<file path="src/core/amf_pkg.sv">
// shared constants, types and frame helpers of the framing port
package amf_pkg;
	localparam int CLK_HZ = 125_000_000;
	localparam int BIT_RATE_HZ = 1_562_500;
	localparam int SAMPLES_PER_BIT = 8;
	localparam logic [3:0] DIV_LAST = 4'(CLK_HZ / (BIT_RATE_HZ * SAMPLES_PER_BIT) - 1);
	localparam int DATA_W = 8;
	localparam int FRAME_W = 13;
	localparam logic [7:0] CCR_RESET = 8'h00;
	localparam int CCR_MODE = 3;
	localparam int CCR_PAR_EN = 5;
	localparam int CCR_PAR_EVEN = 6;
	localparam int CCR_STOP2 = 7;
	localparam logic [3:0] IDLE_BLOCK_BITS = 4'ha;
	localparam logic [3:0] MARK_IDLE_BITS = 4'hb;
	localparam logic [6:0] IDLE_BLOCK_TICKS = 7'(int'(IDLE_BLOCK_BITS) * SAMPLES_PER_BIT);
	localparam logic [2:0] START_LOW_LAST = 3'h3;
	localparam logic [2:0] PH_START_OK = 3'h4;
	localparam logic [2:0] PH_VOTE_A = 3'h4;
	localparam logic [2:0] PH_VOTE_B = 3'h5;
	localparam logic [2:0] PH_VOTE_C = 3'h6;
	localparam logic [2:0] PH_BIT_END = 3'h7;

	typedef enum logic [0:0] {RX_HUNT = 1'b0, RX_BITS = 1'b1} amf_rx_state_t;
	typedef enum logic [0:0] {TX_IDLE = 1'b0, TX_SHIFT = 1'b1} amf_tx_state_t;

	// data bits per character, one to eight
	function automatic logic [3:0] amf_char_len(input logic [7:0] ccr);
		return {1'b0, ccr[2:0]} + 4'h1;
	endfunction : amf_char_len

	// bits after the start bit up to the first stop bit
	function automatic logic [3:0] amf_rx_bits(input logic [7:0] ccr);
		return amf_char_len(ccr) + {3'h0, ccr[CCR_MODE]} + {3'h0, ccr[CCR_PAR_EN]} + 4'h1;
	endfunction : amf_rx_bits

	// {length, bits lsb first}: start, data, address, parity, stop
	function automatic logic [16:0] amf_frame(input logic [7:0] d, input logic [7:0] ccr,
		input logic mk);
		logic [12:0] v;
		logic [3:0] n;
		logic [3:0] p;
		logic par;
		v = '1;
		n = amf_char_len(ccr);
		par = ~ccr[CCR_PAR_EVEN];
		v[0] = 1'b0;
		p = 4'h1;
		for (int i = 0; i < 8; i++)
		begin
			if (i < int'(n))
			begin
				v[p] = d[i];
				par = par ^ d[i];
				p = p + 4'h1;
			end
		end
		if (ccr[CCR_MODE])
		begin
			v[p] = mk;
			par = par ^ mk;
			p = p + 4'h1;
		end
		if (ccr[CCR_PAR_EN])
		begin
			v[p] = par;
			p = p + 4'h1;
		end
		p = p + 4'h1 + {3'h0, ccr[CCR_STOP2]};
		return {p, v};
	endfunction : amf_frame

	// {address bit, parity error, stop error, data} of a received frame
	function automatic logic [10:0] amf_rx_fields(input logic [12:0] b, input logic [7:0] ccr);
		logic [7:0] d;
		logic [3:0] n;
		logic [3:0] p;
		logic par;
		logic a;
		logic pe;
		d = '0;
		n = amf_char_len(ccr);
		par = ~ccr[CCR_PAR_EVEN];
		a = 1'b0;
		pe = 1'b0;
		for (int i = 0; i < 8; i++)
		begin
			if (i < int'(n))
			begin
				d[i] = b[i];
				par = par ^ b[i];
			end
		end
		p = n;
		if (ccr[CCR_MODE])
		begin
			a = b[p];
			par = par ^ b[p];
			p = p + 4'h1;
		end
		if (ccr[CCR_PAR_EN])
		begin
			pe = par ^ b[p];
			p = p + 4'h1;
		end
		return {a, pe, ~b[p], d};
	endfunction : amf_rx_fields
endpackage : amf_pkg

</file>
<file path="src/core/amf_link_if.sv">
// serial line wires between the port and a remote processor
`timescale 1ns/100ps
interface amf_link_if;
	logic port_txd;
	logic remote_txd;
	modport port (output port_txd, input remote_txd);
	modport remote (output remote_txd, input port_txd);
endinterface : amf_link_if

</file>
<file path="src/core/amf_pipe_buf.sv">
// two-entry buffer with valid and ready on both sides
`timescale 1ns/100ps
module amf_pipe_buf #(
	parameter int W = 8
) (
	input wire logic clock_i,
	input wire logic rst_i,
	input wire logic in_valid_i,
	output logic in_ready_o,
	input wire logic [W-1:0] in_data_i,
	output logic out_valid_o,
	input wire logic out_ready_i,
	output logic [W-1:0] out_data_o
);
	import amf_pkg::*;
	logic [W-1:0] mem_ff [2];
	logic wr_ptr_ff;
	logic rd_ptr_ff;
	logic [1:0] count_ff;
	logic push;
	logic pop;

	assign in_ready_o = (count_ff != 2'h2);
	assign out_valid_o = (count_ff != 2'h0);
	assign out_data_o = mem_ff[rd_ptr_ff];
	assign push = in_valid_i & in_ready_o;
	assign pop = out_valid_o & out_ready_i;

	always_ff @(posedge clock_i)
	begin
		if (push)
			mem_ff[wr_ptr_ff] <= in_data_i;
	end

	always_ff @(posedge clock_i or posedge rst_i)
	begin
		if (rst_i)
		begin
			wr_ptr_ff <= 1'b0;
			rd_ptr_ff <= 1'b0;
			count_ff <= 2'h0;
		end
		else
		begin
			if (push)
				wr_ptr_ff <= ~wr_ptr_ff;
			if (pop)
				rd_ptr_ff <= ~rd_ptr_ff;
			if (push && !pop)
				count_ff <= count_ff + 2'h1;
			else if (pop && !push)
				count_ff <= count_ff - 2'h1;
		end
	end
endmodule : amf_pipe_buf

</file>
<file path="src/core/amf_port.sv">
// local end of the framing port: transmitter, receiver and wake-up logic
`timescale 1ns/100ps
// Operation
// - frame: start, data, address, parity, stop bits
// - line carries plain non-return-to-zero levels
// - control bits two to zero set length
// - control bit five enables parity
// - control bit six: odd zero, even one
// - control bit seven: one or two stops
// - control bit three: idle-line or address-bit
// - dormant receiver sets no flags except address
// - hardware never changes the dormant bit
// - address frame wakes port, requests interrupt
// - address flag shows address or data frame
// - ten idle bit times start a block
// - remote idles ten bits before address in idle mode
// - shifter load copies mark to shadow, clears
// - idle mode mark sends eleven idle bits
// - software sets mark, dummy, then address
// - holding buffer and mark free after load
// - address bit carries the shadow mark value
// - eight sample ticks per bit
// - majority vote of samples four to six
// - full flag set on load, cleared by read
module amf_port (
	input wire logic clock_i,
	input wire logic rst_i,
	amf_link_if.port link,
	input wire logic ccr_wr_i,
	input wire logic [amf_pkg::DATA_W-1:0] ccr_wdata_i,
	output logic [amf_pkg::DATA_W-1:0] frame_format_control_o,
	input wire logic rx_dormant_i,
	input wire logic rx_break_irq_enable_i,
	input wire logic tx_mark_set_i,
	output logic tx_block_mark_o,
	output logic tx_mark_shadow_o,
	input wire logic tx_valid_i,
	output logic tx_ready_o,
	input wire logic [amf_pkg::DATA_W-1:0] tx_data_i,
	output logic tx_empty_o,
	input wire logic rx_read_i,
	output logic [amf_pkg::DATA_W-1:0] rx_holding_buf_o,
	output logic rx_full_flag_o,
	output logic rx_address_flag_o,
	output logic rx_parity_err_o,
	output logic rx_frame_err_o,
	output logic rx_interrupt_o
);
	import amf_pkg::*;

	logic [3:0] div_ff;
	logic tick;
	logic [7:0] ccr_ff;
	logic idle_mode;
	logic hold_valid;
	logic hold_ready;
	logic [DATA_W-1:0] hold_data;
	logic tx_load;
	logic mark_ff;
	logic shadow_ff;
	amf_tx_state_t tx_st_ff;
	logic [FRAME_W-1:0] tx_shifter_ff;
	logic [3:0] tx_left_ff;
	logic [2:0] tx_ph_ff;
	logic [16:0] tx_frame;
	logic [3:0] nxt_len;
	logic [FRAME_W-1:0] nxt_vec;
	logic rxd;
	amf_rx_state_t rx_st_ff;
	logic [2:0] rx_ph_ff;
	logic [2:0] nxt_ph;
	logic [2:0] rx_low_ff;
	logic [1:0] rx_votes_ff;
	logic [3:0] rx_idx_ff;
	logic [FRAME_W-1:0] rx_shifter_ff;
	logic rx_done_ff;
	logic [6:0] idle_cnt_ff;
	logic gap_ff;
	logic [10:0] fields;
	logic is_addr;
	logic accept;
	logic [DATA_W-1:0] rx_data_ff;
	logic rx_full_ff;
	logic rx_addr_ff;
	logic rx_perr_ff;
	logic rx_ferr_ff;

	// ***********************************
	// sample tick and format control
	// ***********************************
	assign tick = (div_ff == DIV_LAST);

	always_ff @(posedge clock_i or posedge rst_i)
	begin
		if (rst_i)
			div_ff <= 4'h0;
		else if (tick)
			div_ff <= 4'h0;
		else
			div_ff <= div_ff + 4'h1;
	end

	always_ff @(posedge clock_i or posedge rst_i)
	begin
		if (rst_i)
			ccr_ff <= CCR_RESET;
		else if (ccr_wr_i)
			ccr_ff <= ccr_wdata_i;
	end

	assign frame_format_control_o = ccr_ff;
	assign idle_mode = ~ccr_ff[CCR_MODE];

	// ***********************************
	// transmitter
	// ***********************************
	amf_pipe_buf #(.W(DATA_W)) u_hold (
		.clock_i(clock_i),
		.rst_i(rst_i),
		.in_valid_i(tx_valid_i),
		.in_ready_o(tx_ready_o),
		.in_data_i(tx_data_i),
		.out_valid_o(hold_valid),
		.out_ready_i(hold_ready),
		.out_data_o(hold_data)
	);

	// loads only on a tick so the start bit spans eight whole ticks
	assign hold_ready = (tx_st_ff == TX_IDLE) & tick;
	assign tx_load = hold_valid & hold_ready;
	assign tx_frame = amf_frame(hold_data, ccr_ff, mark_ff);

	always_comb
	begin
		if (idle_mode && mark_ff)
		begin
			nxt_len = MARK_IDLE_BITS;
			nxt_vec = '1;
		end
		else
		begin
			nxt_len = tx_frame[16:13];
			nxt_vec = tx_frame[12:0];
		end
	end

	always_ff @(posedge clock_i or posedge rst_i)
	begin
		if (rst_i)
			mark_ff <= 1'b0;
		else if (tx_mark_set_i)
			mark_ff <= 1'b1;
		else if (tx_load)
			mark_ff <= 1'b0;
	end

	always_ff @(posedge clock_i or posedge rst_i)
	begin
		if (rst_i)
			shadow_ff <= 1'b0;
		else if (tx_load)
			shadow_ff <= mark_ff;
	end

	always_ff @(posedge clock_i or posedge rst_i)
	begin
		if (rst_i)
		begin
			tx_st_ff <= TX_IDLE;
			tx_shifter_ff <= '1;
			tx_left_ff <= 4'h0;
			tx_ph_ff <= 3'h0;
		end
		else
		begin
			case (tx_st_ff)
				TX_IDLE:
				begin
					if (tx_load)
					begin
						tx_shifter_ff <= nxt_vec;
						tx_left_ff <= nxt_len;
						tx_ph_ff <= 3'h0;
						tx_st_ff <= TX_SHIFT;
					end
				end
				default:
				begin
					if (tick)
					begin
						tx_ph_ff <= tx_ph_ff + 3'h1;
						if (tx_ph_ff == PH_BIT_END)
						begin
							tx_shifter_ff <= {1'b1, tx_shifter_ff[FRAME_W-1:1]};
							tx_left_ff <= tx_left_ff - 4'h1;
							if (tx_left_ff == 4'h1)
								tx_st_ff <= TX_IDLE;
						end
					end
				end
			endcase
		end
	end

	assign link.port_txd = tx_shifter_ff[0];
	assign tx_block_mark_o = mark_ff;
	assign tx_mark_shadow_o = shadow_ff;
	assign tx_empty_o = (tx_st_ff == TX_IDLE) & ~hold_valid;

	// ***********************************
	// receiver
	// ***********************************
	assign rxd = link.remote_txd;
	assign nxt_ph = rx_ph_ff + 3'h1;

	always_ff @(posedge clock_i or posedge rst_i)
	begin
		if (rst_i)
		begin
			rx_st_ff <= RX_HUNT;
			rx_ph_ff <= 3'h0;
			rx_low_ff <= 3'h0;
			rx_votes_ff <= 2'h0;
			rx_idx_ff <= 4'h0;
			rx_shifter_ff <= '1;
			rx_done_ff <= 1'b0;
		end
		else
		begin
			rx_done_ff <= 1'b0;
			case (rx_st_ff)
				RX_HUNT:
				begin
					if (tick && rxd)
						rx_low_ff <= 3'h0;
					else if (tick && rx_low_ff == START_LOW_LAST)
					begin
						rx_st_ff <= RX_BITS;
						rx_ph_ff <= PH_START_OK;
						rx_idx_ff <= 4'h0;
						rx_votes_ff <= 2'h0;
						rx_low_ff <= 3'h0;
					end
					else if (tick)
						rx_low_ff <= rx_low_ff + 3'h1;
				end
				default:
				begin
					if (tick)
					begin
						rx_ph_ff <= nxt_ph;
						if (nxt_ph == PH_VOTE_A || nxt_ph == PH_VOTE_B)
							rx_votes_ff <= rx_votes_ff + {1'b0, rxd};
						else if (nxt_ph == PH_VOTE_C)
						begin
							rx_shifter_ff[rx_idx_ff] <= rx_votes_ff[1] |
								(rx_votes_ff[0] & rxd);
							rx_votes_ff <= 2'h0;
							// index zero holds the start bit vote
							if (rx_idx_ff == amf_rx_bits(ccr_ff))
							begin
								rx_st_ff <= RX_HUNT;
								rx_done_ff <= 1'b1;
							end
							else
								rx_idx_ff <= rx_idx_ff + 4'h1;
						end
					end
				end
			endcase
		end
	end

	always_ff @(posedge clock_i or posedge rst_i)
	begin
		if (rst_i)
			idle_cnt_ff <= 7'h0;
		else if (rx_st_ff == RX_BITS || (tick && !rxd))
			idle_cnt_ff <= 7'h0;
		else if (tick && idle_cnt_ff != IDLE_BLOCK_TICKS)
			idle_cnt_ff <= idle_cnt_ff + 7'h1;
	end

	always_ff @(posedge clock_i or posedge rst_i)
	begin
		if (rst_i)
			gap_ff <= 1'b0;
		else if (rx_st_ff == RX_HUNT && tick && !rxd && rx_low_ff == 3'h0)
			gap_ff <= (idle_cnt_ff == IDLE_BLOCK_TICKS);
	end

	assign fields = amf_rx_fields({1'b1, rx_shifter_ff[FRAME_W-1:1]}, ccr_ff);
	assign is_addr = idle_mode ? gap_ff : fields[10];
	assign accept = rx_done_ff & (~rx_dormant_i | is_addr);

	always_ff @(posedge clock_i or posedge rst_i)
	begin
		if (rst_i)
		begin
			rx_data_ff <= '0;
			rx_addr_ff <= 1'b0;
			rx_perr_ff <= 1'b0;
			rx_ferr_ff <= 1'b0;
		end
		else if (accept)
		begin
			rx_data_ff <= fields[7:0];
			rx_addr_ff <= is_addr;
			rx_perr_ff <= fields[9];
			rx_ferr_ff <= fields[8];
		end
	end

	always_ff @(posedge clock_i or posedge rst_i)
	begin
		if (rst_i)
			rx_full_ff <= 1'b0;
		else if (accept)
			rx_full_ff <= 1'b1;
		else if (rx_read_i)
			rx_full_ff <= 1'b0;
	end

	assign rx_holding_buf_o = rx_data_ff;
	assign rx_full_flag_o = rx_full_ff;
	assign rx_address_flag_o = rx_addr_ff;
	assign rx_parity_err_o = rx_perr_ff;
	assign rx_frame_err_o = rx_ferr_ff;
	assign rx_interrupt_o = rx_full_ff & rx_break_irq_enable_i;
endmodule : amf_port

</file>
<file path="src/flat_wrapper.sv">
// flat-port wrapper written by rule: the top's interface ports become plain ports
module amf_port_flat import amf_pkg::*;
  (clock_i, rst_i, ccr_wr_i, ccr_wdata_i, frame_format_control_o, rx_dormant_i, rx_break_irq_enable_i, tx_mark_set_i, tx_block_mark_o, tx_mark_shadow_o, tx_valid_i, tx_ready_o, tx_data_i, tx_empty_o, rx_read_i, rx_holding_buf_o, rx_full_flag_o, rx_address_flag_o, rx_parity_err_o, rx_frame_err_o, rx_interrupt_o, link_port_txd, link_remote_txd);
  amf_link_if link_i ();
  input wire logic clock_i;
  input wire logic rst_i;
  input wire logic ccr_wr_i;
  input wire logic [amf_pkg::DATA_W-1:0] ccr_wdata_i;
  output logic [amf_pkg::DATA_W-1:0] frame_format_control_o;
  input wire logic rx_dormant_i;
  input wire logic rx_break_irq_enable_i;
  input wire logic tx_mark_set_i;
  output logic tx_block_mark_o;
  output logic tx_mark_shadow_o;
  input wire logic tx_valid_i;
  output logic tx_ready_o;
  input wire logic [amf_pkg::DATA_W-1:0] tx_data_i;
  output logic tx_empty_o;
  input wire logic rx_read_i;
  output logic [amf_pkg::DATA_W-1:0] rx_holding_buf_o;
  output logic rx_full_flag_o;
  output logic rx_address_flag_o;
  output logic rx_parity_err_o;
  output logic rx_frame_err_o;
  output logic rx_interrupt_o;
  output wire logic [$bits(link_i.port_txd)-1:0] link_port_txd;
  input wire logic [$bits(link_i.remote_txd)-1:0] link_remote_txd;
  assign link_port_txd = link_i.port_txd;
  assign link_i.remote_txd = link_remote_txd;
  amf_port u_core (.clock_i(clock_i), .rst_i(rst_i), .link(link_i), .ccr_wr_i(ccr_wr_i), .ccr_wdata_i(ccr_wdata_i), .frame_format_control_o(frame_format_control_o), .rx_dormant_i(rx_dormant_i), .rx_break_irq_enable_i(rx_break_irq_enable_i), .tx_mark_set_i(tx_mark_set_i), .tx_block_mark_o(tx_block_mark_o), .tx_mark_shadow_o(tx_mark_shadow_o), .tx_valid_i(tx_valid_i), .tx_ready_o(tx_ready_o), .tx_data_i(tx_data_i), .tx_empty_o(tx_empty_o), .rx_read_i(rx_read_i), .rx_holding_buf_o(rx_holding_buf_o), .rx_full_flag_o(rx_full_flag_o), .rx_address_flag_o(rx_address_flag_o), .rx_parity_err_o(rx_parity_err_o), .rx_frame_err_o(rx_frame_err_o), .rx_interrupt_o(rx_interrupt_o));
endmodule
</file>
<file path="config.mk">
export PLATFORM = sky130hd
export DESIGN_NAME = amf_port_flat
export DESIGN_NICKNAME = d
export VERILOG_FILES = /design/src/core/amf_pkg.sv /design/src/core/amf_link_if.sv /design/src/core/amf_pipe_buf.sv /design/src/core/amf_port.sv /design/src/flat_wrapper.sv
export SDC_FILE = /design/constraint.sdc
export NUM_CORES = 1
export LEC_CHECK = 0
export ABC_AREA = 1
export BUFFER_PORTS_ARGS = -buffer_cell sky130_fd_sc_hd__buf_2
export CORE_UTILIZATION = 27
export DETAILED_ROUTE_END_ITERATION = 6
export PLACE_DENSITY_LB_ADDON = 0.1
export SLEW_MARGIN = 30
export SYNTH_ARGS = -nofsm -noshare
export SYNTH_HDL_FRONTEND = slang
export SYNTH_SLANG_ARGS = --single-unit
</file>
<file path="constraint.sdc">
create_clock -name clock_i -period 3.4 [get_ports clock_i]
set_input_delay 0.17 -clock clock_i [delete_from_list [all_inputs] [get_ports clock_i]]
set_output_delay 0.17 -clock clock_i [all_outputs]
set_load 0.03 [all_outputs]
</file>
* Word level (Yosys, flattened, before mapping)
Memories as Yosys holds them, arrays and structs flattened.
Cells that the tools add are included.
** Operators by class
- Add/sub/neg operators :: 27
- Order comparisons :: 31
- Equal/unequal tests :: 19
- Multiplexer cells :: 147
- Bitwise operators :: 38
- Reduce and logical (&&, ||, !) cells :: 41
** Operator list (count)
- two-way mux 13 bit :: 14
- bitwise mux 13 bit :: 10
- two-way mux 4 bit :: 24
- two-way mux 1 bit :: 65
- less-than comparator 4 x 5 -> 1 bit (second input constant) :: 12
- adder 4 x 1 -> 4 bit (second input constant) :: 14
- demux 1 bit (select 4 bit) :: 10
- greater-or-equal comparator 4 x 1 -> 1 bit (second input constant) :: 9
- two-way mux 3 bit :: 10
- logical AND 1 bit :: 20
- XOR 1 bit :: 19
- two-way mux 2 bit :: 9
- less-than comparator 3 x 4 -> 1 bit (first input constant) :: 4
- two-way mux 7 bit :: 2
- nonzero test 2 bit :: 7
- adder 4 x 1 -> 4 bit :: 3
- binary-select mux 1 bit (select 4 bit) :: 3
- == test 3 bit (second input constant) :: 4
- != test 2 bit (second input constant) :: 5
- inverter 1 bit :: 10
- adder 3 x 1 -> 3 bit (second input constant) :: 3
- less-than comparator 1 x 4 -> 1 bit (first input constant) :: 2
- less-than comparator 2 x 4 -> 1 bit (first input constant) :: 2
- AND reduction 4 bit :: 2
- 26 further kinds :: 40
** Word-level totals
- Register bits after elaboration :: 86
- Bits in writable memories :: 16
- Bits of input ports :: 25
- Output and inout bits :: 26
- Memories :: 1
** Memories
- u_core.u_hold.mem_ff :: words 2, width 8, rd ports 1, clocked after memory_dff 0, write ports 1, RTL line amf_pipe_buf.sv:16 : logic [W-1:0] mem_ff [2];

* Depth between registers and ports, before layout
Gate-level depths: netlist of the first run.
- Word-level depth :: 28
- Depth in mapped cells :: 25

* Hierarchy
Synthesis of the first run repeated with hierarchy kept, for this count alone.
** Second synthesis, totals
- Cells, all modules :: 1114
- Area total of the unflattened synthesis :: 7927.6 um2
** Modules (own cells, without submodules)
- amf_port :: times used 1, cells an instance 1060, area each 7068.0 um2, seq. area each 2058.2 um2
- amf_pipe_buf :: times used 1, cells an instance 54, area each 859.6 um2, seq. area each 580.6 um2

* Least setup slack after synthesis of the first run
No wires, ideal clock.
- Path type :: register to register
- Start :: register u_core.ccr_ff[0] (netlist: u_core.frame_format_control_o[0])
- End :: register u_core.tx_left_ff[1]
- Setup time :: 0.133 ns
- Data arrival time :: 3.216 ns
- Data required time :: 3.267 ns
- Path slack :: 0.051 ns
- Cell stages (with the launch flop) :: 20
- Clock period less this slack :: 3.349 ns
- Cell sequence :: dfrtp_1 inv_2 ha_1 inv_2 nand2_2 nand2_4 nand2_1 nand3_1 nand2_1 nand3_2 nand3_1 nand2_1 nand2_1 inv_1 ha_1 nand2_1 nand2_1 ha_1 o31ai_1 o21ai_0
** On the way
- Word-level cells in the longest chain between the ends :: 26
- Elaborated cells on any way between the ends :: 33
- Those cells by class :: 12 x add/sub; 8 x order compare; 13 x mux
** Ends and longest elaborated chain
- start, declared :: RTL line amf_port.sv:53 : logic [7:0] ccr_ff;
- start signal, assigned :: RTL line amf_port.sv:108 : ccr_ff <= ccr_wdata_i;
- adder 3 x 1 -> 4 bit (*) :: RTL line amf_pkg.sv:29 : return {1'b0, ccr[2:0]} + 4'h1;
- less-than comparator 1 x 4 -> 1 bit :: RTL line amf_pkg.sv:51 : if (i < int'(n))
- two-way mux 2 bit :: RTL line amf_pkg.sv:51
- adder 2 x 1 -> 3 bit :: RTL line amf_pkg.sv:55 : p = p + 4'h1;
- two-way mux 4 bit :: RTL line amf_pkg.sv:51
- adder 4 x 1 -> 4 bit :: RTL line amf_pkg.sv:55
- two-way mux 4 bit :: RTL line amf_pkg.sv:51
- adder 4 x 1 -> 4 bit :: RTL line amf_pkg.sv:55
- (+9 left out)
- adder 4 x 1 -> 4 bit :: RTL line amf_pkg.sv:62 : p = p + 4'h1;
- two-way mux 4 bit (*) :: RTL line amf_pkg.sv:58 : if (ccr[CCR_MODE])
- adder 4 x 1 -> 4 bit :: RTL line amf_pkg.sv:67 : p = p + 4'h1;
- two-way mux 4 bit (*) :: RTL line amf_pkg.sv:64 : if (ccr[CCR_PAR_EN])
- adder 4 x 1 -> 4 bit (*) (2 in series) :: RTL line amf_pkg.sv:69 : p = p + 4'h1 + {3'h0, ccr[CCR_STOP2]};
- two-way mux 4 bit (*) :: RTL line amf_port.sv:135 : if (idle_mode && mark_ff)
- two-way mux 4 bit (*) :: RTL line amf_port.sv:179 : if (tx_load)
- two-way mux 4 bit (*) :: RTL line amf_port.sv:176 : case (tx_st_ff)
- end signal, assigned :: RTL line amf_port.sv:182 : tx_left_ff <= nxt_len;
- end signal, assigned :: RTL line amf_port.sv:195 : tx_left_ff <= tx_left_ff - 4'h1;
- end, declared :: RTL line amf_port.sv:63 : logic [3:0] tx_left_ff;
Every way passes the cells marked *; elsewhere a longest branch is shown, timed or not. The select of a mux whose other input is x is not followed.
A chain may end at the register's enable or synchronous reset.

* Worst setup path after layout of the first run
- Start :: register u_core.ccr_ff[1] (netlist: u_core.frame_format_control_o[1])
- End :: register u_core.tx_left_ff[1]
The elaborated chain is that of the path after synthesis.

==> summary.txt, run 1 <==
Die
  • Starting density of the core: 27.6%
  • Die outline width: between 150 and 200 µm
  • Number of placement rows: 58
  • Placeable core area: 25300 µm²
  • Total I/O pin count: 51
  • Vertical die dimension: about 160 µm
  • Full die area: between 20000 and 30000 µm²

Clocking
  • Total clock sinks: slightly above 100
  • Number of CTS-inserted buffers: 9
  • Depth of the CTS H-tree: 3
  • Clock tree buffer depth: 2
  • Clock slew seen by the registers of the worst setup and hold paths: 0.08 ns
  • CTS Root Buffer Type: sky130_fd_sc_hd__clkbuf_16
  • Clock tree from TritonCTS: yes
  • Clk_lat worst skew: 0.36 ns
  • Post-CTS Setup Inserts: 0

Global route
  • Wire length of the first global-routing pass: 33200 µm
  • Total global routing overflow: 0
  • Maximum number of pins on one net before global-route repair: 86
  • Number of global-route vias before repair: a little under 6000
  • Initial antenna violation count: 1
  • Overall Global Routing Usage: between 10% and 20%

Worst setup path
  • Setup slack of the most critical reg-to-reg path: between 0.2 and 0.3 ns
  • Critical path, cell by cell: ha_1 > nand2_4 > nand3_2 > nand2_1 > nand3_1 > nand2_1 > nand3_2 > nand3_1 > nand2_1 > nand2_1 > inv_1 > ha_1 > nand2_1 > nand2_1 > ha_1 > o31ai_1 > o21ai_0
  • Most frequent cell on the critical path: sky130_fd_sc_hd__nand2_1
  • Endpoint required time on the critical path: about 3.6 ns
  • Top Family by Delay on Critical Path: simple AND/OR/NAND/NOR gates
  • Type of destination of the critical path: flop
  • Path type of the worst setup path: flop to flop
  • Maximum fanout encountered on the critical timing path: 16
  • Crit path DAT: ~3.3 ns
  • Worst path bufs/invs: 1
  • Crit path max-delay cell type: sky130_fd_sc_hd__dfrtp_1
  • Worst Setup Start Kind: flop
  • Maximum single-stage delay on the critical path: around 0.44 ns

Logic synthesis
  • Cell type with the highest aggregate area in the netlist: sky130_fd_sc_hd__dfrtp_1
  • Netlist Area Pre-Place: ~7000 µm²
  • Area fraction of the dominant cell type after synthesis: between 20% and 30%
  • Number of unique standard cell types used by synthesis: 50
  • Count of yosys warnings during synthesis: 0
  • Synthesized Nets: a little under 1000
  • Biggest area contributors in the synthesized netlist: sky130_fd_sc_hd__dfrtp_1, sky130_fd_sc_hd__nand2_1, sky130_fd_sc_hd__dfstp_2, sky130_fd_sc_hd__ha_1, sky130_fd_sc_hd__edfxtp_1
  • Sequential-to-total area share from yosys stat: approximately 38%
  • Number of flops mapped to enable cells by yosys: 16
  • Synthesis-stage register bit count: about 100
  • Count of mapped cells out of synthesis: ~900
  • Async set or reset register ratio after synthesis: between 80% and 90%
  • Prevailing post-synth register cell: sky130_fd_sc_hd__dfrtp_1
  • Syn avg cell area: around 7.6 µm²

Status
  • Result of the run: complete, no violations

Final layout
  • Final #Nets: between 1000 and 1500
  • Area growth, synth to finish: 15.6%
  • Antenna cell count: 0
  • Most used cells in the layout excluding fill and tap cells: sky130_fd_sc_hd__nand2_1, sky130_fd_sc_hd__inv_1, sky130_fd_sc_hd__nor2_1
  • Final design area excluding fillers: 8060 µm²
  • Proportion of layout cells with a drive suffix above 1: approximately 17%
  • Most common library cell in the layout ignoring fill and taps: sky130_fd_sc_hd__nand2_1

Route
  • First-pass iteration count of the detailed router: 5
  • Avg Vias per Cell: approximately 4.7
  • Total routed wirelength: 20500 µm
  • Wirelength per Cell: 15.5 µm
  • Residual DRC count: 0
  • Via count: 6229
  • Violation count after the first detailed-routing iteration: ~490
  • Post-DRT Antenna Nets: 0

Placed design
  • Area after DPL: 7700 µm²
  • Weighted congestion reported at the end of routability-driven placement: 0.872
  • Pre-CTS setup slack: ~0.28 ns
  • I/O Buffers: 50
  • HPWL after DPL: 15900 µm

Timing
  • Peak Freq: ~320 MHz
  • Final worst-path setup slack: roughly 0.28 ns
  • Number of setup violations in the final report: 0
  • Final-report hold violation count: 0
  • Worst Max-Slew Pin Slew: 0.834 ns
  • Setup repair after global routing missed its margin: no
  • Number of pins with negative max-slew slack in the final report: 0
  • Final setup skew: roughly 0.0078 ns
  • Share of the cycle needed by the critical path after routing: between 90% and 100%
  • Aggregate negative setup slack: 0 ns
  • Minimum clock period: between 3 and 4 ns
  • Worst rel slew slack: roughly 44%

Run
  • Max-Cap Viols: 0

Power
  • IR drop worst, VDD: between 200 and 300 µV
  • Power consumption: approximately 0.0047 W
  • Leakage power summed over all cells: roughly 4 nW
  • Power per Cell Area: around 590 nW/µm²

Min path
  • HP Class: input port to flop
==> cells by family (layout without fill, tap and decap cells) <==
| group | Yosys count | count (layout) | share of synthesized area, % |
|---|---|---|---|
| and+or+nand+nor | 396 | 396 | 25.0 |
| AOI/OAI and AO/OA | 187 | 187 | 15.2 |
| buffers and inverters | 162 | 233 | 8.96 |
| DFF | 101 | 101 | 37.9 |
| adders and majority gates | 42 | 42 | 7.65 |
| xor gates and xnor gates | 34 | 34 | 5.13 |
| muxes | 1 | 1 | 0.162 |
==> what timing repair did <==
item                                    CTS  global route
hold buffers                              7             0
gates resized for setup                   0             1
endpoints found under the setup margin    0             1
hold endpoints to repair                 71             0
==> cell type report <==
type / instances / area (µm²)
clock inverters: 6 / 52.6
inverters: 141 / 538
multi-input cells: 660 / 3710
clock buffers: 10 / 229
well taps: 330 / 413
flip-flops and latches: 101 / 2640
fillers: 2773 / 17200
repair buffers: 76 / 475
==> through the flow <==
step                      hold slack (ns)  std cells  utilization [%]
after detailed placement            0.323       1301             30.5
after floorplan                     0.269        923                -
after global placement              0.323       1301             30.5
after CTS                         0.00212       1324             31.9
after global routing              0.00611       1324             31.9
final                              0.0118       1324             31.9
==> where the power goes <==
| group | total, W | switching [W] | internal (W) |
|---|---|---|---|
| combinational | 0.00204 | 0.00135 | 0.000690 |
| sequential | 0.00166 | 0.000140 | 0.00152 |
| clock | 0.00103 | 0.000515 | 0.000513 |
| total | 0.00473 | 0.00201 | 0.00272 |
==> path summary, 6_finish.rpt <==
kind | from | endpoint | cells after the start
max in group asynchronous | rst_i | u_core.rx_shifter_ff[7]$_DFFE_PP1P_ | 4
max | u_core.frame_format_control_o[1]$_DFFE_PP0P_ | u_core.tx_left_ff[1]$_DFFE_PP0P_ | 17
min reg2reg | u_core.tx_shifter_ff[1]$_DFFE_PP1P_ | u_core.tx_shifter_ff[1]$_DFFE_PP1P_ | 2
max reg2reg | u_core.frame_format_control_o[1]$_DFFE_PP0P_ | u_core.tx_left_ff[1]$_DFFE_PP0P_ | 17
min in group asynchronous | rst_i | u_core.tx_st_ff$_DFF_PP0_ | 4
min | tx_data_i[4] | u_core.u_hold.mem_ff[0][4]$_DFFE_PP_ | 1
==> per-layer routing <==
metal,vias to the layer above,GRT usage [%],part of all wire (%)
met4,0,3.82,1.1
met3,12,2.24,3.7
li1,3171,-,-
met2,139,24.7,43
met5,-,0,0
met1,2907,24.0,52
==> sequential cells by signal, summed over array words and instances, names as in the netlist, 2 cells and up <==
| register | count |
|---|---|
| u_core.frame_format_control_o | 8 |
| u_core.rx_idx_ff | 4 |
| u_core.rx_votes_ff | 2 |
| u_core.rx_ph_ff | 3 |
| u_core.u_hold.count_ff | 2 |
| u_core.idle_cnt_ff | 7 |
| u_core.tx_left_ff | 4 |
| u_core.rx_shifter_ff | 12 |
| u_core.rx_low_ff | 3 |
| u_core.rx_holding_buf_o | 8 |
| u_core.tx_ph_ff | 3 |
| u_core.u_hold.mem_ff | 16 |
| u_core.div_ff | 4 |
| u_core.tx_shifter_ff | 13 |
==> cells in the mapped netlist, types with 2 or more instances <==
| cell | count |
|---|---|
| sky130_fd_sc_hd__xor2_2 | 6 |
| sky130_fd_sc_hd__nor3_1 | 12 |
| sky130_fd_sc_hd__inv_2 | 21 |
| sky130_fd_sc_hd__nand2_1 | 199 |
| sky130_fd_sc_hd__xor2_1 | 15 |
| sky130_fd_sc_hd__o21ai_0 | 74 |
| sky130_fd_sc_hd__or2_0 | 3 |
| sky130_fd_sc_hd__inv_1 | 117 |
| sky130_fd_sc_hd__a22o_1 | 3 |
| sky130_fd_sc_hd__nand4_1 | 12 |
| sky130_fd_sc_hd__o21a_1 | 3 |
| sky130_fd_sc_hd__o21ai_1 | 21 |
| sky130_fd_sc_hd__ha_1 | 41 |
| sky130_fd_sc_hd__edfxtp_1 | 16 |
| sky130_fd_sc_hd__a22oi_1 | 3 |
| sky130_fd_sc_hd__o32ai_1 | 2 |
| sky130_fd_sc_hd__o31ai_1 | 2 |
| sky130_fd_sc_hd__nand2_4 | 5 |
| sky130_fd_sc_hd__nor2_4 | 3 |
| sky130_fd_sc_hd__xnor2_1 | 11 |
| sky130_fd_sc_hd__buf_2 | 5 |
| sky130_fd_sc_hd__nand3_1 | 69 |
| sky130_fd_sc_hd__dfrtp_1 | 60 |
| sky130_fd_sc_hd__nor2_2 | 2 |
| sky130_fd_sc_hd__a31oi_1 | 11 |
| sky130_fd_sc_hd__o211ai_1 | 16 |
| sky130_fd_sc_hd__xnor2_2 | 2 |
| sky130_fd_sc_hd__nand3_2 | 3 |
| sky130_fd_sc_hd__dfstp_2 | 25 |
| sky130_fd_sc_hd__o22ai_1 | 6 |
| sky130_fd_sc_hd__nand2_2 | 8 |
| sky130_fd_sc_hd__nor2_1 | 76 |
| sky130_fd_sc_hd__a21oi_1 | 39 |
| sky130_fd_sc_hd__o21bai_1 | 2 |
| sky130_fd_sc_hd__clkbuf_1 | 15 |
(Power assumes the default switching activity.)
==> inputs of run 2 (changes only) <==
--- a/config.mk
+++ b/config.mk
@@ -7,6 +7,7 @@
 export LEC_CHECK = 0
 export ABC_AREA = 1
 export BUFFER_PORTS_ARGS = -buffer_cell sky130_fd_sc_hd__buf_2
+export CORE_ASPECT_RATIO = 0.75
 export CORE_UTILIZATION = 27
 export DETAILED_ROUTE_END_ITERATION = 6
 export PLACE_DENSITY_LB_ADDON = 0.1
==> run 2 against run 1 <==
First-iteration DRC count increased by 13%. Final area up 1.1%. Fmax is 0.12% lower. Critical path depth grew 2. Sequential cell count stayed put. Non-clock buffer count rose by 9. Combinational power grew 2%. Hold slack worse by 0.0018 ns. Sequential power about the same. Setup slack worse by 0.0038 ns. Critical endpoint unchanged.
==> summary.txt, run 2 (synthesis gave the netlist of run 1 again) <==
Route
  • Met1 wire length: about 11000 µm
  • Avg Vias per Cell: 4.66
  • Wirelength per Cell: between 15 and 20 µm
  • Post-DRT Antenna Nets: 0
  • Violation count after the first detailed-routing iteration: 559
  • First-pass iteration count of the detailed router: 6
  • Met3 Wirelength: 1230 µm
  • Residual DRC count: 0
  • Top Layer Used: met4
  • Total routed wirelength: approximately 21000 µm
  • Via count: ~6300
  • Met2 layer wire length in the routed design: a little under 8000 µm

Clocking
  • Number of CTS-inserted buffers: 9
  • Clk_lat worst skew: about 0.37 ns
  • Clock tree from TritonCTS: yes
  • CTS Root Buffer Type: sky130_fd_sc_hd__clkbuf_16
  • Clock tree buffer depth: 2
  • Clock slew seen by the registers of the worst setup and hold paths: approximately 0.07 ns
  • Total clock sinks: slightly above 100
  • Depth of the CTS H-tree: 3

Final layout
  • Final #Nets: between 1000 and 1500
  • Top Registers: u_core.u_hold.mem_ff (16), u_core.tx_shifter_ff (13), u_core.rx_shifter_ff (12)
  • Final Util: 32.4%
  • Antenna cell count: 0
  • Total of fill cells in the finished design: roughly 2700
  • Most flops, register: u_core.u_hold.mem_ff
  • Area growth, synth to finish: 16.9%
  • Final design area excluding fillers: just over 8000 µm²
  • Most used cells in the layout excluding fill and tap cells: sky130_fd_sc_hd__nand2_1, sky130_fd_sc_hd__inv_1, sky130_fd_sc_hd__nor2_1
  • Proportion of layout cells with a drive suffix above 1: 17.1%
  • Number of flip-flops in the largest register: 16
  • Final cell count without fillers: roughly 1300
  • Area used by sequential logic in the layout: roughly 2600 µm²
  • Most common library cell in the layout ignoring fill and taps: sky130_fd_sc_hd__nand2_1
  • Area of the multi-input gates: approximately 3700 µm²

Timing
  • Number of pins with negative max-slew slack in the final report: 0
  • Number of setup violations in the final report: 0
  • Final-report hold violation count: 0
  • Worst Max-Slew Pin Slew: approximately 0.8 ns
  • Share of the cycle needed by the critical path after routing: approximately nine tenths
  • Final worst-path setup slack: 0.275 ns
  • Worst rel slew slack: 46.6%
  • Final setup skew: between 0.01 and 0.015 ns
  • Peak Freq: approximately 320 MHz
  • Minimum clock period: approximately 3.1 ns

Die
  • Number of placement rows: 50
  • Starting density of the core: 27.7%
  • Full die area: 26500 µm²
  • Die outline width: about 190 µm
  • Placeable core area: ~25000 µm²
  • Vertical die dimension: around 140 µm
  • Total I/O pin count: around 50

Min path
  • HP Class: input port to flop

Placed design
  • Pre-CTS setup slack: just over 0.2 ns
  • HPWL after DPL: roughly 16000 µm
  • I/O Buffers: 50
  • Weighted congestion reported at the end of routability-driven placement: ~0.86
  • Area after DPL: 7750 µm²
  • Cell count after placement: approximately 1300

Worst setup path
  • Crit path DAT: 3.35 ns
  • Critical path, cell by cell: ha_1 > nand2_1 > nand2_2 > nand2_4 > nand2_4 > nand2_1 > nand3_1 > nand2_1 > nand3_2 > nand3_1 > nand2_1 > nand2_1 > inv_1 > ha_1 > nand2_1 > nand2_1 > ha_1 > o31ai_1 > o21ai_0
  • Maximum fanout encountered on the critical timing path: 7
  • Path type of the worst setup path: flop to flop
  • Most frequent cell on the critical path: sky130_fd_sc_hd__nand2_1
  • Type of destination of the critical path: flop
  • Worst Setup Start Kind: flop
  • Crit path max-delay cell type: sky130_fd_sc_hd__dfrtp_2
  • Endpoint required time on the critical path: 3.62 ns
  • Maximum single-stage delay on the critical path: roughly 0.44 ns

Global route
  • Total global routing overflow: 0
  • Wire length of the first global-routing pass: ~33000 µm
  • Number of global-route vias before repair: around 5700
  • Overall Global Routing Usage: 16.1%
  • Initial antenna violation count: 0
  • Maximum number of pins on one net before global-route repair: between 80 and 90

Power
  • Leakage power summed over all cells: between 3 and 4 nW
  • Power per Cell Area: around 590 nW/µm²
  • IR drop worst, VDD: 254 µV

Run
  • Max-Cap Viols: 0

Status
  • Result of the run: complete, no violations
-- run 2: cell count changes in the layout (fill, tap and decap cells not counted), sizes merged --
cell and change:
inv -5, clkinvlp +2, clkbuf +2, dlygate4sd3 +3
bufinv +1, buf +6
-- run 2: path summary, 6_finish.rpt --
kind / startpoint / end / slack (ns) / depth (start not counted)
max: u_core.frame_format_control_o[0]$_DFFE_PP0P_ / u_core.tx_left_ff[1]$_DFFE_PP0P_ / 0.27 / 19
min: tx_data_i[0] / u_core.u_hold.mem_ff[1][0]$_DFFE_PP_ / 0.01 / 1
max reg2reg: u_core.frame_format_control_o[0]$_DFFE_PP0P_ / u_core.tx_left_ff[1]$_DFFE_PP0P_ / 0.27 / 19
min reg2reg: u_core.tx_shifter_ff[7]$_DFFE_PP1P_ / u_core.tx_shifter_ff[7]$_DFFE_PP1P_ / 0.47 / 2
max in group asynchronous: rst_i / u_core.frame_format_control_o[1]$_DFFE_PP0P_ / 2.52 / 4
min in group asynchronous: rst_i / u_core.idle_cnt_ff[2]$_DFFE_PP0P_ / 0.47 / 4
-- run 2: area by class of cell --
type / count / share of cell area [%]
clock buffers: 12 / 2.90
clock inverters: 4 / 0.614
inverters: 141 / 6.60
multi-input cells: 660 / 45.5
flip-flops and latches: 101 / 32.4
well taps: 338 / 5.19
repair buffers: 85 / 6.75
-- run 2: layer usage --
metal	track usage, %	vias up
li1	-	3194
met5	0	-
met4	3.98	0
met1	25.8	2874
met2	21.0	169
met3	3.73	13
-- run 2: power by group --
part           internal, W  switching (W)
logic             0.000700        0.00139
clock network     0.000571       0.000474
registers          0.00152       0.000146
total              0.00279        0.00201
-- run 2: timing repair --
item,4_1_cts,5_1_grt
hold buffers,10,0
endpoints found under the hold margin,75,0
resized for setup,0,4
endpoints found under the setup margin,0,3
buffers inserted,0,1
-- run 2: through the flow --
step           total power [W]  hold slack, ns   TNS [ns]
2_1_floorplan          0.00318           0.269          0
3_3_place_gp           0.00380           0.331          0
3_5_place_dp           0.00377           0.327          0
4_1_cts                0.00486        0.000227          0
5_1_grt                0.00521         0.00478  -0.000467
6_report               0.00481         0.00999          0
-- run 2: critical path: cells and delay by family, from the launching register on --
kind | cells | cell delay, ns
AOI/OAI and AO/OA | 2 | 0.35
adders and majority gates | 3 | 0.83
buffers and inverters | 1 | 0.08
DFF | 1 | 0.44
and+or+nand+nor | 13 | 1.29
==> inputs of run 3 (changes only) <==
--- a/config.mk
+++ b/config.mk
@@ -10,7 +10,6 @@
 export CORE_ASPECT_RATIO = 0.75
 export CORE_UTILIZATION = 27
 export DETAILED_ROUTE_END_ITERATION = 6
-export PLACE_DENSITY_LB_ADDON = 0.1
 export SLEW_MARGIN = 30
 export SYNTH_ARGS = -nofsm -noshare
 export SYNTH_HDL_FRONTEND = slang
==> run 3 against run 2 <==
Total power shrank 0.87%. Setup slack worse by 0.015 ns. Sequential share of layout area hardly changed. Hold slack improved by 0.0023 ns. Via count up 1.1%. Global-route usage shrank 1.4 points. Core utilization hardly changed. Fmax down 0.48%. Clock power about the same. Combinational power is 3% lower. Non-clock buffer count shrank 3. Largest cell class unchanged.
==> summary.txt, run 3 (synthesis gave the netlist of run 1 again) <==
Status
  • Result of the run: complete, no violations

Power
  • Leakage power summed over all cells: between 3 and 4 nW
  • Register share of total power: a little over a third
  • Sw Ratio: between 40 and 50%
  • Power per Cell Area: 584 nW/µm²
  • Switching power of the nets: 0.00197 W
  • Combinational share of power: ~42%
  • Clock power frac: around 23%
  • IR drop worst, VDD: around 330 µV
  • Power consumption: 0.00476 W
  • Internal power contribution: 0.00280 W

Worst setup path
  • Path type of the worst setup path: flop to flop
  • Endpoint required time on the critical path: around 3.6 ns
  • Depth of the worst register-to-register path: 18
  • Crit path DAT: between 3 and 4 ns
  • Maximum single-stage delay on the critical path: 0.46 ns
  • Reg2Reg Capture Point: u_core.tx_left_ff[1]$_DFFE_PP0P_
  • Maximum fanout encountered on the critical timing path: 16
  • Worst Setup Start Kind: flop
  • Crit path max-delay cell type: sky130_fd_sc_hd__dfrtp_2
  • CP Capture Point: u_core.tx_left_ff[1]$_DFFE_PP0P_
  • Most frequent cell on the critical path: sky130_fd_sc_hd__nand2_1
  • Critical path, cell by cell: ha_1 > nand2_4 > nand2_2 > nand2_4 > nand2_1 > nand3_1 > nand2_1 > nand3_2 > nand3_1 > nand2_1 > nand2_2 > inv_1 > ha_1 > nand2_1 > nand2_1 > ha_1 > o31ai_1 > o21ai_0
  • Reg-to-reg startpoint: u_core.frame_format_control_o[1]$_DFFE_PP0P_
  • Top Family by Delay on Critical Path: simple AND/OR/NAND/NOR gates
  • Worst path bufs/invs: 1
  • Startpoint of the most critical setup path: u_core.frame_format_control_o[1]$_DFFE_PP0P_
  • Type of destination of the critical path: flop
  • Number of logic stages on the critical path including buffering: 18
  • Setup slack of the most critical reg-to-reg path: 0.26 ns

Final layout
  • Most common library cell in the layout ignoring fill and taps: sky130_fd_sc_hd__nand2_1
  • Number of flip-flops in the largest register: 16
  • Final Util: 32.4%
  • Most flops, register: u_core.u_hold.mem_ff
  • Final #Nets: 1062
  • Antenna cell count: 0
  • Final design area excluding fillers: about 8200 µm²
  • Most used cells in the layout excluding fill and tap cells: sky130_fd_sc_hd__nand2_1, sky130_fd_sc_hd__inv_1, sky130_fd_sc_hd__nor2_1
  • Top Registers: u_core.u_hold.mem_ff (16), u_core.tx_shifter_ff (13), u_core.rx_shifter_ff (12)
  • Area growth, synth to finish: 17.0%
  • Proportion of layout cells with a drive suffix above 1: 17.2%
  • Total of fill cells in the finished design: approximately 2700

Clocking
  • Clock tree from TritonCTS: yes
  • Clk_lat worst skew: 0.36 ns
  • Clock tree buffer depth: 2
  • Clock slew seen by the registers of the worst setup and hold paths: roughly 0.070 ns
  • CTS Root Buffer Type: sky130_fd_sc_hd__clkbuf_16
  • Number of CTS-inserted buffers: 9
  • Total clock sinks: just over 100
  • Depth of the CTS H-tree: 3

Timing
  • Aggregate negative setup slack: 0 ns
  • Worst Max-Slew Pin Slew: about 0.81 ns
  • Setup repair after global routing missed its margin: no
  • Number of pins with negative max-slew slack in the final report: 0
  • Worst rel slew slack: a little under half
  • Number of setup violations in the final report: 0
  • Final-report hold violation count: 0
  • Peak Freq: 318 MHz
  • Share of the cycle needed by the critical path after routing: around 92%
  • Minimum clock period: 3.14 ns
  • Final worst hold slack: approximately 0.012 ns
  • Final setup skew: 0.0103 ns

Global route
  • Overall Global Routing Usage: 14.8%
  • Number of global-route vias before repair: approximately 5900
  • Initial antenna violation count: 0
  • Total global routing overflow: 0
  • Maximum number of pins on one net before global-route repair: 35
  • Wire length of the first global-routing pass: between 30000 and 40000 µm

Run
  • Max-Cap Viols: 0

Route
  • Via count: between 6000 and 7000
  • Post-DRT Antenna Nets: 0
  • Wirelength per Cell: between 10 and 15 µm
  • Violation count after the first detailed-routing iteration: 368
  • First-pass iteration count of the detailed router: 5
  • Avg Vias per Cell: 4.72
  • Total routed wirelength: 19000 µm
  • Residual DRC count: 0

Die
  • Number of placement rows: 50
  • Placeable core area: 25100 µm²
  • Total I/O pin count: 51
  • Starting density of the core: 27.7%
  • Full die area: 26500 µm²
  • Die outline width: around 190 µm
  • Vertical die dimension: approximately 140 µm

Placed design
  • I/O Buffers: 50
  • Weighted congestion reported at the end of routability-driven placement: 0.945
  • Area after DPL: 7700 µm²
  • HPWL after DPL: approximately 15000 µm

Min path
  • Hold Path Stages: 3
  • HP Class: input port to flop
[run 3: cell count changes in the layout (fill, tap and decap cells not counted), sizes merged]
| cell | before | now |
|---|---|---|
| buf | 75 | 71 |
| clkbuf | 12 | 9 |
| clkinv | 3 | 5 |
| inv | 139 | 141 |
| clkinvlp | 2 | 1 |
| dlygate4sd3 | 10 | 11 |
[run 3: repair_timing]
action | in CTS | in global routing
setup endpoints to repair | 0 | 3
hold endpoints to repair | 37 | 0
setup buffers | 0 | 2
resized for setup | 0 | 7
hold buffers | 11 | 0
[run 3: worst register-to-register path, stage by stage, from the launching register on]
cell and delay (ns):
sky130_fd_sc_hd__dfrtp_2 0.46, sky130_fd_sc_hd__ha_1 0.27, sky130_fd_sc_hd__nand2_4 0.22, sky130_fd_sc_hd__nand2_2 0.13
sky130_fd_sc_hd__nand2_4 0.11, sky130_fd_sc_hd__nand2_1 0.09, sky130_fd_sc_hd__nand3_1 0.11, sky130_fd_sc_hd__nand2_1 0.07
sky130_fd_sc_hd__nand3_2 0.09, sky130_fd_sc_hd__nand3_1 0.11, sky130_fd_sc_hd__nand2_1 0.11, sky130_fd_sc_hd__nand2_2 0.08
sky130_fd_sc_hd__inv_1 0.09, sky130_fd_sc_hd__ha_1 0.23, sky130_fd_sc_hd__nand2_1 0.09, sky130_fd_sc_hd__nand2_1 0.09
sky130_fd_sc_hd__ha_1 0.31, sky130_fd_sc_hd__o31ai_1 0.23, sky130_fd_sc_hd__o21ai_0 0.12
[run 3: metal layers]
layer  global-route usage, %  up-vias  wire, µm
met2                    21.3      184      7670
met3                    3.93       19      1470
li1                        -     3181         -
met5                       0        -         0
met1                    21.4     2937      9530
met4                    4.19        0       282
[run 3: worst min-delay path by stage]
stage / from / slack, ns / to
3_5_place_dp: rst_i / 0.27 / u_core.u_hold.wr_ptr_ff$_DFFE_PP0P_
6_report: ccr_wdata_i[3] / 0.01 / u_core.frame_format_control_o[3]$_DFFE_PP0P_
4_1_cts: ccr_wdata_i[3] / 0.004 / u_core.frame_format_control_o[3]$_DFFE_PP0P_
5_1_grt: ccr_wdata_i[5] / 0.01 / u_core.frame_format_control_o[5]$_DFFE_PP0P_
3_3_place_gp: rst_i / 0.27 / u_core.frame_format_control_o[6]$_DFFE_PP0P_
2_1_floorplan: tx_data_i[0] / 0.27 / u_core.u_hold.mem_ff[0][0]$_DFFE_PP_
[run 3: area by class of cell]
cell class,instances,area [µm²],share of cell area (%)
Clock buffer,9,225,2.76
Clock inverter,7,80.1,0.982
Inverter,141,537,6.58
Multi-Input combinational cell,660,3730,45.7
Sequential cell,101,2640,32.4
Tap cell,338,423,5.19
Timing Repair Buffer,82,518,6.35
[run 3: per-stage QoR]
step                      cells  setup WS, ns
after floorplan             923        0.0510
after global placement     1309         0.325
after detailed placement   1309         0.107
after CTS                  1336        0.0815
after global routing       1338        0.0177
final                      1338         0.260
[run 3: power groups by stage]
stage / clock network [W] / logic (W) / registers (W)
3_5_place_dp: 0 / 0.00200 / 0.00169
5_1_grt: 0.00114 / 0.00227 / 0.00170
3_3_place_gp: 0 / 0.00198 / 0.00169
2_1_floorplan: 0 / 0.00150 / 0.00168
6_report: 0.00107 / 0.00202 / 0.00167
4_1_cts: 0.00111 / 0.00201 / 0.00167
